**src/src/ttsc_map.vh**
```
// constants for the trigger and slave-mode control block
// included by src/ttsc_top.v; definitions only
`ifndef TTSC_MAP_VH
`define TTSC_MAP_VH
// slave mode select codes
`define TTSC_SMS_INTCLK   3'h0
`define TTSC_SMS_RESET    3'h1
`define TTSC_SMS_TRIG     3'h2
`define TTSC_SMS_EXTCLK   3'h3
`define TTSC_SMS_QUAD1    3'h4
`define TTSC_SMS_QUAD2    3'h5
`define TTSC_SMS_QUAD3    3'h6
`define TTSC_SMS_GATED    3'h7
// trigger source select codes
`define TTSC_TS_ETR       3'h0
`define TTSC_TS_ITR       3'h1
`define TTSC_TS_CHANNEL1_A_RAW  3'h5
`define TTSC_TS_CHANNEL1_A_COND 3'h6
`define TTSC_TS_CHANNEL1_B_COND 3'h7
// master output select codes
`define TTSC_MMS_UG       3'h0
`define TTSC_MMS_EN       3'h1
`define TTSC_MMS_UEV      3'h2
`define TTSC_MMS_COMPARE_SELECT_OUTPUT    3'h3
`define TTSC_MMS_REF1A    3'h4
`define TTSC_MMS_REF2A    3'h5
`define TTSC_MMS_REF3A    3'h6
`define TTSC_MMS_REF1B    3'h7
// dma request source numbers
`define TTSC_DMA_SRC_A    6'h11
`define TTSC_DMA_SRC_B    6'h12
// external trigger filter: field width and step counter width
`define TTSC_FLT_W        3
`define TTSC_FLT_CNT_W    4
`endif

```
**src/src/ttsc_top.v**
```verilog
// trigger, dma request and slave-mode control of a motor-control timer
// assumes all inputs synchronous to sys_clk_i; counter core outside
//
// Operation
// - adc triggers only when global adc trigger enable is set
// - update event with update trigger enable gives an adc trigger
// - each compare sub-channel match triggers adc when its enable is set
// - dma source select 0 uses compare match, 1 uses update event
// - channels 1-3 request dma on capture or compare; channel 4 compare only
// - A group, channel 4 and update on line one; B group and update on two
// - slave mode select decodes eight counter behaviours
// - mode 0 counts on internal clock whenever enable is set
// - mode 1 trigger reinitialises counter and prescaler
// - trigger reset with update source 0 makes update, flag, reload
// - trigger source select picks etr, cascade, channel1_a raw, channel1_a, channel1_b
// - external trigger is filtered and optionally inverted
// - mode 2 software trigger starts counter while enable is set and self-clears
// - mode 2 hardware trigger edge starts counter while enable is set
// - triggers in modes 1, 2, 3 and 7 set trigger flag; irq if enabled; software clears
// - mode 3 counts once per trigger edge while enable is set
// - modes 4-6 count up or down from channel one transitions
// - mode 7 counts only while trigger valid and enable set
// - cascade select picks basic timers 1-3 or general timers 1-4
// - master output select drives one of eight internal signals
// - quadrature 1 counts channel1_a, 2 counts channel1_b, 3 counts both edges
`timescale 1ns/100ps
`default_nettype none
`include "ttsc_map.vh"

module ttsc_top (
  // clock and reset
  input  wire        sys_clk_i,
  input  wire        reset_i,
  // control bits
  input  wire        adc_trigger_global_enable_i,
  input  wire        update_adc_trigger_enable_i,
  input  wire [6:0]  compare_adc_trigger_enable_i,
  input  wire        dma_source_select_i,
  input  wire [2:0]  slave_mode_select_i,
  input  wire [2:0]  trigger_source_i,
  input  wire [2:0]  master_output_select_i,
  input  wire [2:0]  cascade_source_select_i,
  input  wire        update_request_source_i,
  input  wire        count_enable_i,
  input  wire        software_trigger_set_i,
  input  wire        software_update_i,
  input  wire        trigger_irq_enable_i,
  input  wire        trigger_flag_clear_i,
  input  wire [2:0]  ext_trigger_filter_i,
  input  wire        ext_trigger_polarity_i,
  // timer core events (1a,1b,2a,2b,3a,3b,4)
  input  wire [6:0]  compare_match_i,
  input  wire [5:0]  capture_i,
  input  wire        update_event_i,
  input  wire        compare_select_output_i,
  input  wire        ref_out_ch1_a_i,
  input  wire        ref_out_ch2_a_i,
  input  wire        ref_out_ch3_a_i,
  input  wire        ref_out_ch1_b_i,
  input  wire        count_clock_tick_i,
  // trigger inputs
  input  wire        external_trigger_input_i,
  input  wire        channel1_a_i,
  input  wire        chan_a_conditioned_i,
  input  wire        chan_b_conditioned_i,
  input  wire [2:0]  basic_timer_overflow_i,
  input  wire [3:0]  general_timer_overflow_i,
  // outputs toward adc, dma, timers
  output wire        adc_trigger_o,
  output wire        dma_req_a_o,
  output wire        dma_req_b_o,
  output wire        master_out_o,
  // outputs toward counter core and software
  output wire        count_step_o,
  output wire        count_down_o,
  output wire        counter_reinit_o,
  output wire        trigger_update_o,
  output wire        counter_running_o,
  output wire        software_trigger_o,
  output wire        trigger_flag_o,
  output wire        trigger_irq_o
);

  reg        adc_trigger_reg;
  reg        dma_req_a_reg;
  reg        dma_req_b_reg;
  reg        master_out_reg;
  reg        count_step_reg;
  reg        count_down_reg;
  reg        counter_reinit_reg;
  reg        trigger_update_reg;
  reg        running_reg;
  reg        sw_trig_reg;
  reg        trigger_flag_reg;
  reg        trigger_irq_reg;
  reg        etr_sync1_reg;
  reg        etr_sync2_reg;
  reg        etr_filt_reg;
  reg [`TTSC_FLT_CNT_W-1:0] etr_cnt_reg;
  reg        ts_sync1_reg;
  reg        ts_sync2_reg;
  reg        ts_prev_reg;
  reg        qa_prev_reg;
  reg        qb_prev_reg;
  reg        ts_raw;
  reg        itr_sel;
  reg        master_next;
  wire       ext_trigger_conditioned;
  wire       ts_pulse;
  wire       ts_level;
  wire [6:0] dma_src;
  wire       qa_edge;
  wire       qb_edge;
  wire       qa_dir;
  wire       qb_dir;
  wire       quad_step;
  wire       quad_down;
  wire       sms_trig;
  wire       start_evt;
  wire       reset_evt;
  wire       ext_step;
  wire       any_trig;
  wire [`TTSC_FLT_CNT_W-1:0] flt_len;

  // filter length: 0 passes through, else 2^(n[1:0])+1 agreeing samples
  function [`TTSC_FLT_CNT_W-1:0] flt_steps;
    input [`TTSC_FLT_W-1:0] sel;
    begin
      if (sel == 3'h0)
        flt_steps = 4'h0;
      else
        flt_steps = 4'h1 << sel[1:0];
    end
  endfunction

  always @* begin
    case (cascade_source_select_i)
      3'h0:    itr_sel = basic_timer_overflow_i[0];
      3'h1:    itr_sel = basic_timer_overflow_i[1];
      3'h2:    itr_sel = basic_timer_overflow_i[2];
      3'h3:    itr_sel = general_timer_overflow_i[0];
      3'h4:    itr_sel = general_timer_overflow_i[1];
      3'h5:    itr_sel = general_timer_overflow_i[2];
      3'h6:    itr_sel = general_timer_overflow_i[3];
      default: itr_sel = 1'b0;
    endcase
  end

  assign flt_len = flt_steps(ext_trigger_filter_i);
  always @(posedge sys_clk_i or posedge reset_i) begin
    if (reset_i) begin
      etr_sync1_reg <= 1'b0;
      etr_sync2_reg <= 1'b0;
      etr_filt_reg  <= 1'b0;
      etr_cnt_reg   <= 4'h0;
    end else begin
      etr_sync1_reg <= external_trigger_input_i;
      etr_sync2_reg <= etr_sync1_reg;
      if (etr_sync2_reg == etr_filt_reg)
        etr_cnt_reg <= 4'h0;
      else if (etr_cnt_reg >= flt_len) begin
        etr_filt_reg <= etr_sync2_reg;
        etr_cnt_reg  <= 4'h0;
      end else
        etr_cnt_reg <= etr_cnt_reg + 4'h1;
    end
  end
  assign ext_trigger_conditioned = etr_filt_reg ^ ext_trigger_polarity_i;

  always @* begin
    case (trigger_source_i)
      `TTSC_TS_ETR:       ts_raw = ext_trigger_conditioned;
      `TTSC_TS_ITR:       ts_raw = itr_sel;
      `TTSC_TS_CHANNEL1_A_RAW:  ts_raw = channel1_a_i;
      `TTSC_TS_CHANNEL1_A_COND: ts_raw = chan_a_conditioned_i;
      `TTSC_TS_CHANNEL1_B_COND: ts_raw = chan_b_conditioned_i;
      default:            ts_raw = 1'b0;
    endcase
  end

  always @(posedge sys_clk_i or posedge reset_i) begin
    if (reset_i) begin
      ts_sync1_reg <= 1'b0;
      ts_sync2_reg <= 1'b0;
      ts_prev_reg  <= 1'b0;
      qa_prev_reg  <= 1'b0;
      qb_prev_reg  <= 1'b0;
    end else begin
      ts_sync1_reg <= ts_raw;
      ts_sync2_reg <= ts_sync1_reg;
      ts_prev_reg  <= ts_sync2_reg;
      qa_prev_reg  <= chan_a_conditioned_i;
      qb_prev_reg  <= chan_b_conditioned_i;
    end
  end
  assign ts_level = ts_sync2_reg;
  assign ts_pulse = ts_sync2_reg & ~ts_prev_reg;

  // direction from edge and other input level
  assign qa_edge = chan_a_conditioned_i ^ qa_prev_reg;
  assign qb_edge = chan_b_conditioned_i ^ qb_prev_reg;
  assign qa_dir  = ~(chan_a_conditioned_i ^ chan_b_conditioned_i);
  assign qb_dir  = chan_a_conditioned_i ^ chan_b_conditioned_i;
  assign quad_step =
    (slave_mode_select_i == `TTSC_SMS_QUAD1) ? qa_edge :
    (slave_mode_select_i == `TTSC_SMS_QUAD2) ? qb_edge :
    (slave_mode_select_i == `TTSC_SMS_QUAD3) ? (qa_edge | qb_edge) : 1'b0;
  assign quad_down = qa_edge ? qa_dir : qb_dir;

  assign sms_trig  = slave_mode_select_i == `TTSC_SMS_TRIG;
  assign start_evt = sms_trig & (sw_trig_reg | ts_pulse);
  assign reset_evt = (slave_mode_select_i == `TTSC_SMS_RESET) & ts_pulse;
  assign ext_step  = (slave_mode_select_i == `TTSC_SMS_EXTCLK) &
                     ts_pulse & count_enable_i;
  assign any_trig  = start_evt | reset_evt |
                     ((slave_mode_select_i == `TTSC_SMS_EXTCLK) & ts_pulse) |
                     ((slave_mode_select_i == `TTSC_SMS_GATED) & ts_pulse);

  // capture or compare on 1-3, compare only on 4
  assign dma_src = dma_source_select_i ? 7'h00 :
                   (compare_match_i | {1'b0, capture_i});

  always @* begin
    case (master_output_select_i)
      `TTSC_MMS_UG:    master_next = software_update_i;
      `TTSC_MMS_EN:    master_next = running_reg;
      `TTSC_MMS_UEV:   master_next = update_event_i;
      `TTSC_MMS_COMPARE_SELECT_OUTPUT: master_next = compare_select_output_i;
      `TTSC_MMS_REF1A: master_next = ref_out_ch1_a_i;
      `TTSC_MMS_REF2A: master_next = ref_out_ch2_a_i;
      `TTSC_MMS_REF3A: master_next = ref_out_ch3_a_i;
      `TTSC_MMS_REF1B: master_next = ref_out_ch1_b_i;
      default:         master_next = 1'b0;
    endcase
  end

  always @(posedge sys_clk_i or posedge reset_i) begin
    if (reset_i) begin
      adc_trigger_reg    <= 1'b0;
      dma_req_a_reg      <= 1'b0;
      dma_req_b_reg      <= 1'b0;
      master_out_reg     <= 1'b0;
      count_step_reg     <= 1'b0;
      count_down_reg     <= 1'b0;
      counter_reinit_reg <= 1'b0;
      trigger_update_reg <= 1'b0;
      running_reg        <= 1'b0;
      sw_trig_reg        <= 1'b0;
      trigger_flag_reg   <= 1'b0;
      trigger_irq_reg    <= 1'b0;
    end else begin
      adc_trigger_reg <= adc_trigger_global_enable_i &
        ((update_adc_trigger_enable_i & update_event_i) |
         (|(compare_adc_trigger_enable_i & compare_match_i)));
      dma_req_a_reg <= dma_src[0] | dma_src[2] | dma_src[4] | dma_src[6] |
                       (dma_source_select_i & update_event_i);
      dma_req_b_reg <= dma_src[1] | dma_src[3] | dma_src[5] |
                       (dma_source_select_i & update_event_i);
      master_out_reg <= master_next;
      if (software_trigger_set_i)
        sw_trig_reg <= 1'b1;
      else if (sms_trig)
        sw_trig_reg <= 1'b0;
      // enable gates running in every mode, trigger mode included
      if (!count_enable_i)
        running_reg <= 1'b0;
      else if (sms_trig)
        running_reg <= running_reg | start_evt;
      else
        running_reg <= 1'b1;
      counter_reinit_reg <= reset_evt;
      trigger_update_reg <= reset_evt & ~update_request_source_i;
      if (any_trig)
        trigger_flag_reg <= 1'b1;
      else if (trigger_flag_clear_i)
        trigger_flag_reg <= 1'b0;
      trigger_irq_reg <= trigger_irq_enable_i &
                         (any_trig | (trigger_flag_reg &
                                      ~trigger_flag_clear_i));
      count_down_reg <= quad_step & quad_down;
      case (slave_mode_select_i)
        `TTSC_SMS_INTCLK: count_step_reg <= count_enable_i &
                                            count_clock_tick_i;
        `TTSC_SMS_RESET:  count_step_reg <= count_enable_i &
                                            count_clock_tick_i & ~reset_evt;
        `TTSC_SMS_TRIG:   count_step_reg <= running_reg & count_clock_tick_i;
        `TTSC_SMS_EXTCLK: count_step_reg <= ext_step;
        `TTSC_SMS_GATED:  count_step_reg <= ts_level & count_enable_i &
                                            count_clock_tick_i;
        default:          count_step_reg <= quad_step;
      endcase
    end
  end

  assign adc_trigger_o      = adc_trigger_reg;
  assign dma_req_a_o        = dma_req_a_reg;
  assign dma_req_b_o        = dma_req_b_reg;
  assign master_out_o       = master_out_reg;
  assign count_step_o       = count_step_reg;
  assign count_down_o       = count_down_reg;
  assign counter_reinit_o   = counter_reinit_reg;
  assign trigger_update_o   = trigger_update_reg;
  assign counter_running_o  = running_reg;
  assign software_trigger_o = sw_trig_reg;
  assign trigger_flag_o     = trigger_flag_reg;
  assign trigger_irq_o      = trigger_irq_reg;

endmodule
`default_nettype wire

```
**config.mk**
```make
export PLATFORM = sky130hd
export DESIGN_NAME = ttsc_top
export DESIGN_NICKNAME = d
export VERILOG_FILES = /design/src/src/ttsc_top.v
export VERILOG_INCLUDE_DIRS = /design/src /design/src/src
export SDC_FILE = /design/constraint.sdc
export NUM_CORES = 1
export LEC_CHECK = 0
export ABC_CLOCK_PERIOD_IN_PS = 4300
export BUFFER_PORTS_ARGS = -buffer_cell sky130_fd_sc_hd__buf_2
export CAP_MARGIN = 20
export CORE_ASPECT_RATIO = 1.25
export CORE_MARGIN = 10
export CORE_UTILIZATION = 40
export DETAILED_ROUTE_END_ITERATION = 8
export GPL_TIMING_DRIVEN = 0
export PLACE_DENSITY = 0.82
export SETUP_SLACK_MARGIN = 0.15
export SYNTH_ARGS = -nofsm -noshare
export SYNTH_HDL_FRONTEND = slang
export SYNTH_SLANG_ARGS = --single-unit
```
**constraint.sdc**
```tcl
create_clock -name sys_clk_i -period 4.3 [get_ports sys_clk_i]
set_input_delay 0.215 -clock sys_clk_i [delete_from_list [all_inputs] [get_ports sys_clk_i]]
set_output_delay 0.215 -clock sys_clk_i [all_outputs]
set_load 0.02 [all_outputs]
```
==> results by group <==
Floorplanning
  • I/O pin count: 77
  • Die Y: 82.47 um
  • Starting density of the core: 42.00%
  • Core area: 2973 um2
  • FP Rows: 22
  • Die width: 69.98 um
  • Die footprint: between 5000 and 6000 um2

Hold path
  • Hold depth: 2
  • Worst Hold Class: input pin to flip-flop
  • Worst Hold End: trigger_update_o
  • Hold path startpoint: update_request_source_i

Yosys
  • Most used DFF post-synth: dfrtp_1
  • Post-synth cell types: 33
  • Cell Area, Synth: around 1200 um2
  • #FFs+latches synth: 24
  • Avg Cell Area, Syn: 11.05 um2
  • Seq/Total Area, Yosys: slightly below 50%
  • Net Count, Synth: between 150 and 200
  • Post-synthesis async set-or-reset flop share: between 90% and 100%
  • Post-synth EDFFs: 0
  • Synth Warn #: 0
  • Cells after Synth: 113

Clocking
  • Clock latency on the worst-skew pair: 0.30 ns
  • Clk root buf: clkbuf_4
  • H-Tree Depth: 1
  • CTS tree: built
  • Post-CTS Resized: 0
  • Max clock buf depth: 2
  • Cts bufs inserted: 3
  • Clk slew on worst S/H paths: 0.12 ns
  • CTS sink count: 24

Critical path
  • CP Capture Type: flip-flop
  • Register-to-register setup slack: 2.73 ns
  • Reg2Reg Depth: 6
  • Worst r2r src: etr_cnt_reg[0]
  • CP startpoint kind: flip-flop
  • Critical Path RT: ~4.5 ns
  • Worst R2R End: etr_filt_reg
  • CP arrival: 1.77 ns
  • Buf/Inv on CP: 1
  • WS Path Type: flip-flop to flip-flop
  • Crit path largest cell delay: approximately 0.42 ns
  • Crit Path Max Fanout: 4
  • Critical-path cell list: inv_1 -> ha_1 -> nand2b_1 -> a21oi_1 -> o21ai_0 -> mux2_2
  • Slowest library cell on the worst path: dfrtp_1
  • CP top delay family: flip-flops

Placement
  • Port Buffer Count: 76
  • Routability Congestion: 0.7971
  • Post-DP HPWL: 3020 um

Detailed routing
  • Drt pass-1 iters: 4
  • Drt via density: 5.035
  • WL/cell: approximately 15 um
  • Routed WL: about 3400 um
  • Remaining DRCs: 0
  • Detailed-route via count: 1,158
  • DRT iter0 DRCs: 66
  • Post-route ant nets: 0

Timing
  • F_max: roughly 640 MHz
  • Post-layout minimum cycle time: 1.575 ns
  • Post-route clock period utilization: 36.62%
  • Slew Viols, Final: 0
  • Final hold violation count: 0
  • Worst slew pin tran: about 0.85 ns
  • Worst relative slew slack: a little over two fifths
  • Unrepaired setup endpoints after global routing: no
  • Skew final: 0.005384 ns
  • Final Setup Violations: 0
  • Final TNS setup: 0 ns

Pwr
  • Overall power after layout: about 0.53 mW
  • Leak pwr: 0.8856 nW
  • Power per Cell Area: 310.5 nW/um2
  • Peak supply drop: 0.1979 mV

GRT
  • GRT Overall Usage: between 10% and 20%
  • Largest net degree at the start of global routing: 25
  • GR Overflow Total: 0
  • First-pass GRT wire length: about 5400 um
  • Vias in the first global route: 1,253
  • Initial antenna violation count: 0

Run status
  • Status: finished, final reports clean

Finish
  • Final Net Count: around 270
  • Largest register FFs: 4
  • Area Overhead vs Synth: 37.78%
  • Commonest non-fill, non-tap cell in the layout: buf_2
  • Share of cells above drive strength 1: a little over two fifths
  • Antenna cells: 0
  • Fill count: 284
  • Commonest non-fill, non-tap cells in the layout: buf_2 (76), dfrtp_1 (24), nor2_1 (11)

Run
  • Max capacitance violation total: 0
## worst max path at each step
stage | start | end | slack, ns | cells past startpoint
2_1_floorplan | etr_cnt_reg[0] | etr_filt_reg | 2.86 | 6
3_3_place_gp | ext_trigger_filter_i[0] | etr_filt_reg | 2.69 | 7
3_5_place_dp | ext_trigger_filter_i[0] | etr_filt_reg | 2.61 | 7
4_1_cts | etr_cnt_reg[0] | etr_filt_reg | 2.71 | 6
5_1_grt | etr_cnt_reg[0] | etr_filt_reg | 2.64 | 6
6_report | etr_cnt_reg[0] | etr_filt_reg | 2.73 | 6
## cell type report
cell class,instances,area [um2],share of cell area (%)
multi-input combinational,83,625.6,36.36
sequential,24,600.6,34.91
timing repair buffer,77,390.4,22.69
tap,36,45.04,2.618
clock buffer,4,36.28,2.109
inverter,6,22.52,1.309
## repair_timing
| item | CTS | global route |
|---|---|---|
| setup buffers | 0 | 0 |
| hold buffers | 0 | 1 |
| hold endpoints to repair | 0 | 1 |
## through the flow
stage / util [%] / area [um2] / instances / hold WS, ns / setup slack (ns)
floorplan: - / 1249 / 113 / 0.2296 / 2.863
global placement: 56.31 / 1674 / 225 / 0.3250 / 2.691
detailed placement: 56.31 / 1674 / 225 / 0.3297 / 2.615
CTS: 57.53 / 1710 / 229 / 0.009015 / 2.712
global route: 57.87 / 1720 / 230 / 0.02515 / 2.643
finish: 57.87 / 1720 / 230 / 0.04986 / 2.725
## power breakdown
group / internal (mW) / switching (mW)
combinational: 0.0742 / 0.0750
sequential: 0.252 / 0.0190
clock: 0.0516 / 0.0620
total: 0.378 / 0.156
## cells in the mapped netlist, types with 4 or more instances
master | instances | area (um2)
mux2_2 | 4 | 45.04
xnor2_1 | 4 | 35.03
nor4_1 | 4 | 25.02
a22oi_1 | 4 | 30.03
nand2_1 | 4 | 15.01
a21oi_1 | 7 | 35.03
dfrtp_1 | 24 | 600.6
nand2b_1 | 4 | 25.02
ha_1 | 5 | 62.56
nor2_1 | 11 | 41.29
inv_1 | 6 | 22.52
## metal layers
metal | share of wire, % | vias to the layer above | global-route usage, % | routed length (um)
met4 | 1.0 | 0 | 4.743 | 36
li1 | - | 580 | - | -
met5 | 0 | - | 0 | 0
met3 | 5.7 | 2 | 2.745 | 197
met2 | 57 | 32 | 22.60 | 1968
met1 | 36 | 544 | 11.06 | 1244
## cells by family after synthesis
family	synth area share [%]
buf+inv	1.803
mux	10.22
fa+ha+maj	5.010
simple gates	16.03
flops	48.10
compound gates	13.93
xor+xnor	4.910
Note: power is estimated with default switching activity, not from simulation.
